--- config.mk ---
export PLATFORM = sky130hd
export DESIGN_NAME = isa_io_decode_irq_route
export DESIGN_NICKNAME = d
export VERILOG_FILES = /design/src/hdl/isa_dec_pkg.sv /design/src/hdl/irq_level_router.sv /design/src/hdl/isa_io_decode_irq_route.sv
export SDC_FILE = /design/constraint.sdc
export NUM_CORES = 1
export LEC_CHECK = 0
export ABC_AREA = 1
export BUFFER_PORTS_ARGS = -buffer_cell sky130_fd_sc_hd__buf_2
export CAP_MARGIN = 20
export CORE_MARGIN = 5
export CORE_UTILIZATION = 35
export CTS_BUF_LIST = sky130_fd_sc_hd__clkbuf_4 sky130_fd_sc_hd__clkbuf_8
export DETAILED_ROUTE_END_ITERATION = 12
export PLACE_DENSITY = 0.64
export SLEW_MARGIN = 20
export SYNTH_ARGS = -nofsm -noshare
export SYNTH_HDL_FRONTEND = slang
export SYNTH_SLANG_ARGS = --single-unit
--- constraint.sdc ---
create_clock -name ref_clk_i -period 2.8 [get_ports ref_clk_i]
set_input_delay 0.56 -clock ref_clk_i [delete_from_list [all_inputs] [get_ports ref_clk_i]]
set_output_delay 0.56 -clock ref_clk_i [all_outputs]
set_load 0.05 [all_outputs]
--- src/hdl/isa_dec_pkg.sv ---
// Shared constants, types and helpers for the I/O decode and IRQ router.
// Behaviour
// RL1 - Compare address bits A9..A5 to five switches, switch one on A5.
// RL2 - Switch off expects a one on its bit, switch on expects zero.
// RL3 - Decode a 32 byte window; A4..A0 select the register.
// RL4 - Bases run 100 to 3E0 hex in 20 hex steps; below 100 excluded.
// RL5 - Out of reset the base is 340 hex, ports 340 to 35F.
// RL6 - Board interrupt reports status and errors on one selectable level.
// RL7 - Link interrupt follows the external request on its own level.
// RL8 - The link interrupt also raises the board interrupt.
// RL9 - Levels 3,4,5,6,7,9,10,11,12,14,15 or not used are selectable.
// RL10 - Default board level is 12, default link level is 10.
// RL11 - A request line stays undriven until software enables that level.
// RL12 - An enabled level in use is driven exclusively, never shared.
// RL13 - Host enables each chosen level and gives it to no other device.
// RL14 - I/O cycles with address enable high (DMA) are ignored.
package isa_dec_pkg;

  localparam int         ADDR_W          = 10;
  localparam int         SW_W            = 5;
  localparam int         OFS_W           = 5;
  localparam int         LVL_W           = 4;
  localparam int         IRQ_LINES       = 16;
  localparam int         WINDOW_BYTES    = 32;
  localparam logic [9:0] BASE_ADDR_MIN   = 10'h100;
  localparam logic [9:0] BASE_ADDR_MAX   = 10'h3e0;
  localparam logic [9:0] BASE_ADDR_STEP  = 10'h020;
  localparam logic [9:0] BASE_ADDR_RESET = 10'h340;
  localparam logic [4:0] SW_RESET        = BASE_ADDR_RESET[9:5];
  localparam logic [3:0] BOARD_LVL_RESET = 4'hc;
  localparam logic [3:0] LINK_LVL_RESET  = 4'ha;
  localparam logic [15:0] LEGAL_IRQ_MASK = 16'hdef8;
  localparam logic [15:0] IRQ_UNDRIVEN   = 16'hffff;

  // Capture the straps once, then run.
  typedef enum logic [1:0] {
    ST_CAPTURE = 2'b00,
    ST_RUN     = 2'b01
  } phase_t;

  // One host I/O cycle as seen on the bus pins.
  typedef struct packed {
    logic [ADDR_W-1:0] addr;
    logic              aen;
    logic              rd_n;
    logic              wr_n;
  } io_cycle_t;

  // One register access passed to the internal register set.
  typedef struct packed {
    logic             hit;
    logic             rd;
    logic             wr;
    logic [OFS_W-1:0] offset;
  } reg_access_t;

  // Whole state of the decode and routing block.
  typedef struct packed {
    phase_t           st;
    logic [SW_W-1:0]  base;
    logic [LVL_W-1:0] board_lvl;
    logic [LVL_W-1:0] link_lvl;
    reg_access_t      acc;
    logic [15:0]      irq;
    logic [15:0]      irq_oe_n;
  } dec_state_t;

  // True when a level number is one the board may drive.
  function automatic logic level_ok(input logic [LVL_W-1:0] lvl);
    level_ok = LEGAL_IRQ_MASK[lvl];
  endfunction

  // True when a switch setting gives a base at or above the minimum.
  function automatic logic base_ok(input logic [SW_W-1:0] sw);
    base_ok = ({sw, 5'h00} >= BASE_ADDR_MIN) &&
              ({sw, 5'h00} <= BASE_ADDR_MAX);
  endfunction

endpackage

--- src/hdl/irq_level_router.sv ---
// Steers one interrupt source onto one selected request line.
`timescale 1ns/1ps
module irq_level_router #(
  parameter int LINES = 16
) (
  input  wire logic [isa_dec_pkg::LVL_W-1:0] level_i,  // Selected level.
  input  wire logic                          req_i,    // Source request.
  input  wire logic [LINES-1:0]              enable_i, // Software enables.
  output logic      [LINES-1:0]              drive_o,  // Line is driven.
  output logic      [LINES-1:0]              value_o   // Level on line.
);
  import isa_dec_pkg::*;

  // Each line is driven only when selected, legal and enabled.
  genvar g;
  generate
    for (g = 0; g < LINES; g++) begin : g_line
      assign drive_o[g] = (level_i == LVL_W'(g)) && LEGAL_IRQ_MASK[g] &&
                          enable_i[g]; // [RL9] [RL11]
      assign value_o[g] = drive_o[g] && req_i;
    end
  endgenerate

endmodule

--- src/hdl/isa_io_decode_irq_route.sv ---
// I/O window decode and interrupt routing of the host bus interface.
`timescale 1ns/1ps
module isa_io_decode_irq_route (
  input  wire logic                         ref_clk_i,    // 25 MHz clock.
  input  wire logic                         rst_i,        // Async reset.
  input  wire isa_dec_pkg::io_cycle_t       io_i,         // Bus cycle pins.
  input  wire logic [isa_dec_pkg::SW_W-1:0] sw_off_i,     // Switch off = 1.
  input  wire logic [isa_dec_pkg::LVL_W-1:0] board_jmp_i, // Board level.
  input  wire logic [isa_dec_pkg::LVL_W-1:0] link_jmp_i,  // Link level.
  input  wire logic                         board_evt_i,  // Status/error.
  input  wire logic                         link_irq_i,   // Link request.
  input  wire logic [15:0]                  irq_en_i,     // Level enables.
  output isa_dec_pkg::reg_access_t          acc_o,        // Register access.
  output logic [isa_dec_pkg::SW_W-1:0]      base_o,       // Captured base.
  output logic                              base_ok_o,    // Base is legal.
  output logic [15:0]                       irq_o,        // Request levels.
  output logic [15:0]                       irq_oe_n_o    // Low = driven.
);
  import isa_dec_pkg::*;

  dec_state_t        cur_reg;
  dec_state_t        cur_next;
  logic [15:0]       board_drive;
  logic [15:0]       board_value;
  logic [15:0]       link_drive;
  logic [15:0]       link_value;
  logic              board_req;
  logic              io_req;
  logic              addr_match;

  // The link request is one of the board interrupt conditions.
  assign board_req = board_evt_i | link_irq_i; // [RL6] [RL8]

  // A processor cycle is a strobe with address enable low.
  assign io_req = (!io_i.rd_n || !io_i.wr_n) && !io_i.aen; // [RL14]

  // Upper address bits against the captured switch pattern.
  assign addr_match = (io_i.addr[9:5] == cur_reg.base) &&
                      base_ok(cur_reg.base); // [RL1] [RL4]

  // Board interrupt routing.
  irq_level_router #(
    .LINES (IRQ_LINES)
  ) u_board_route (
    .level_i  (cur_reg.board_lvl),
    .req_i    (board_req),
    .enable_i (irq_en_i),
    .drive_o  (board_drive),
    .value_o  (board_value)
  );

  // Link interrupt routing on its own level.
  irq_level_router #(
    .LINES (IRQ_LINES)
  ) u_link_route (
    .level_i  (cur_reg.link_lvl),
    .req_i    (link_irq_i),
    .enable_i (irq_en_i),
    .drive_o  (link_drive),
    .value_o  (link_value)
  );

  // Next state: strap capture, address decode and line drive.
  always_comb begin
    cur_next = cur_reg;
    cur_next.acc.hit    = 1'b0;
    cur_next.acc.rd     = 1'b0;
    cur_next.acc.wr     = 1'b0;
    cur_next.acc.offset = cur_reg.acc.offset;
    case (cur_reg.st)
      ST_CAPTURE: begin
        cur_next.base      = sw_off_i; // [RL2]
        cur_next.board_lvl = board_jmp_i;
        cur_next.link_lvl  = link_jmp_i;
        cur_next.st        = ST_RUN;
      end
      ST_RUN: begin
        if (io_req && addr_match) begin
          cur_next.acc.hit    = 1'b1; // [RL3]
          cur_next.acc.rd     = !io_i.rd_n;
          cur_next.acc.wr     = !io_i.wr_n;
          cur_next.acc.offset = io_i.addr[OFS_W-1:0]; // [RL3]
        end
      end
      default: begin
        cur_next.st = ST_CAPTURE;
      end
    endcase
    // Lines are driven push-pull only while enabled and selected.
    cur_next.irq      = board_value | link_value; // [RL7] [RL12]
    cur_next.irq_oe_n = ~(board_drive | link_drive); // [RL11]
  end

  // State register; the reset values are the factory settings.
  always_ff @(posedge ref_clk_i or posedge rst_i) begin
    if (rst_i) begin
      cur_reg.st        <= ST_CAPTURE;
      cur_reg.base      <= SW_RESET; // [RL5]
      cur_reg.board_lvl <= BOARD_LVL_RESET; // [RL10]
      cur_reg.link_lvl  <= LINK_LVL_RESET; // [RL10]
      cur_reg.acc       <= '0;
      cur_reg.irq       <= '0;
      cur_reg.irq_oe_n  <= IRQ_UNDRIVEN;
    end else begin
      cur_reg <= cur_next;
    end
  end

  // Outputs come from the state register; base_ok_o is decoded from the stored base.
  assign acc_o      = cur_reg.acc;
  assign base_o     = cur_reg.base;
  assign base_ok_o  = base_ok(cur_reg.base);
  assign irq_o      = cur_reg.irq;
  assign irq_oe_n_o = cur_reg.irq_oe_n;
endmodule

==> results.yml <==
outcome:
  status: "finished, final reports clean"
timing:
  rsz0062_at_grt: "no"
  setup_viol: 0
  fin_ws_ns: 1.007
  whs_ns: 0.2604
  timing.final.crit_period_ns: 1.793
  slew_viol_final: 0
  timing.final.crit_share: 0.6405
  fin_setup_tns_ns: 0
  fmax_mhz: 557.6
  worst_pin_slew_ns: 0.6234
  fin_skew_ns: 0.008468
  hold_viol: 0
  relSlewSlack: 0.5818
layout:
  diodes: 0
  instances_no_fill: 400
  synthToLayoutAreaGrowth_pct: 13.01
  fin_util: 0.4128
  fin_area_um2: 2651
  fill_cells: 645
  multi_input_area_um2: 764.5
  register_area_um2: 1124
  layout.nets: 368
  drive_gt1_frac: 0.3622
cts:
  clk_pin_slew_ns: 0.08
  cts_tree: "yes"
  cts_root_buffer: "clkbuf_8"
  holdBufCountCts: 0
  post_cts_buffers: 0
  htreeDepth: 2
  cts.sinks: 44
  clockBufferDepth: 2
  cts_buffers: 5
  cts_resized: 0
  clk-insertion-delay-late_ns: 0.29
power_and_ir_drop:
  swShare: 0.3421
  vdd_drop_max_mv: 0.2106
  p_sw_mw: 0.5640
  p_int_mw: 1.085
  clock_power_share: 0.291
  p_leak_nw: 1.381
  comb_power_share: 0.265
  power_frac_seq: 0.444
  power_mw: 1.649
  power.density_nw_per_um2: 621.8
yosys:
  synth_top_area_share: 0.2773
  ys_types: 25
  synth_seq_cells: 44
  yosys_warnings: 0
  postSynthAreaPerCell_um2: 8.500
  seq_area_frac_synth: 0.4789
  yosysTopAreaCell: "dfrtp_1"
  syn-cell-area_um2: 2346
  syn_inst: 276
  synth_area_leaders: "dfrtp_1 28%, dfstp_2 20%, buf_4 15%"
placed_design:
  placed_area_um2: 2540
  dp_hpwl_um: 4054
  io_buffers: 76
  place_ws_ns: 1.273
  place_inst: 392
  gp_congestion: 0.8503
floorplan:
  die_y_um: 91.87
  io_pins: 92
  rows: 29
  start_util: 0.3653
  die-area_um2: 8440
  die_x_um: 91.87
  coreArea_um2: 6422
setup_path:
  timing.rr.start: "base_o[3]$_DFFE_PP1N_"
  cp-end-kind: "primary output"
  path_class: "reg -> out"
  r2r_slack_ns: 1.44
  cp_max_fo: 3
  crit_arrival_ns: 1.23
  crit_start: "base_o[3]$_DFFE_PP1N_"
  cp-start-kind: "flip-flop"
  crit_required_ns: 2.24
detailed_routing:
  drcViolationCount: 0
  drtIter0Drc: 65
  wire_per_inst_um: 12.71
  vias: 1807
  drtPass1Iterations: 4
  ant_nets: 0
  drt-total-wl_um: 5082
  avgViaCountPerCell: 4.518
grt:
  antenna_found_initial: 0
  grtUsageMet3: 0.03846
  globalRouteMet1Util: 0.1515
  busiest_layer: "met2"
  grt.total_usage: 0.1264
  grt_pass1_wl_um: 8618
  grt_max_degree: 18
  met2_usage: 0.2147
  grt_overflow: 0
  grt_pass1_vias: 1875
worst_hold_path:
  hp-class: "in -> async"
job:
  maxCapViolCount: 0
## synth_stat cells
cell type	n
nor4_1	2
a21oi_1	21
inv_2	1
nor2_4	3
conb_1	2
clkinv_2	1
buf_1	1
o21bai_1	5
nor3b_1	4
buf_4	46
dfrtp_1	26
nand2_2	2
mux2_2	1
nor2_2	2
inv_1	33
nand3_4	1
nand2_4	1
nand2_1	51
nor3_1	2
a31oi_1	10
nand3_1	15
buf_2	2
nor2_1	25
dfstp_2	18
nand4_1	1
## metal layers
metal | share of wire | up-vias
met5 | 0 | -
met4 | 0.015 | 0
met3 | 0.072 | 5
met2 | 0.49 | 52
met1 | 0.42 | 844
li1 | - | 906
## placed cells by master (no fill, tap or decap), types with 4 or more instances in the layout
cell type  Yosys  layout
buf_2          2      76
nand3_1       15      15
clkbuf_8       0       5
inv_1         33      32
nor2_1        25      25
dfrtp_1       26      26
a31oi_1       10      10
nand2_1       51      51
nor3b_1        4       4
dfstp_2       18      18
o21bai_1       5       5
a21oi_1       21      21
conb_1         2      11
## kinds of logic (layout without fill, tap and decap cells)
logic type | count (synthesis) | after routing | share of synthesized area
and+or+nand+nor | 109 | 109 | 0.2160
buffers and inverters | 84 | 122 | 0.2096
DFF | 44 | 44 | 0.4789
AOI/OAI and AO/OA | 36 | 36 | 0.08747
other | 2 | 11 | 0.003201
muxes | 1 | 1 | 0.004800
## area by class of cell
type                       instances  area share
clock buffer                       6     0.02879
tap                               77     0.03634
timing repair buffer              79      0.1595
clock inverter                     2     0.01321
inverter                          35     0.05002
multi-input combinational        157      0.2883
sequential                        44      0.4238
## critical path, stage by stage (launching register included)
cell and delay [ns]:
dfstp_2 0.55, inv_1 0.07, nand2_2 0.07, buf_2 0.25
## final timing paths
| kind | endpoint | cells past startpoint |
|---|---|---|
| hold reg to reg | base_o[1]$_DFFE_PP1N_ | 2 |
| hold / removal | irq_o[9]$_DFF_PP0_ | 2 |
| min in group ref_clk_i | acc_o[5]$_DFF_PP0_ | 2 |
| setup reg to reg | acc_o[4]$_DFFE_PP0P_ | 7 |
| max in group asynchronous | base_o[4]$_DFFE_PP1N_ | 4 |
| setup / recovery | base_ok_o | 3 |
## power groups by stage
stage                     logic [mW]  clock network [mW]  registers [mW]
after global placement         0.431                   0           0.741
after floorplan                0.398                   0           0.736
after detailed placement       0.440                   0           0.745
final                          0.437               0.479           0.733
after CTS                      0.441               0.493           0.734
after global routing           0.474               0.519           0.742
Note: power is estimated with default switching activity, not from simulation.
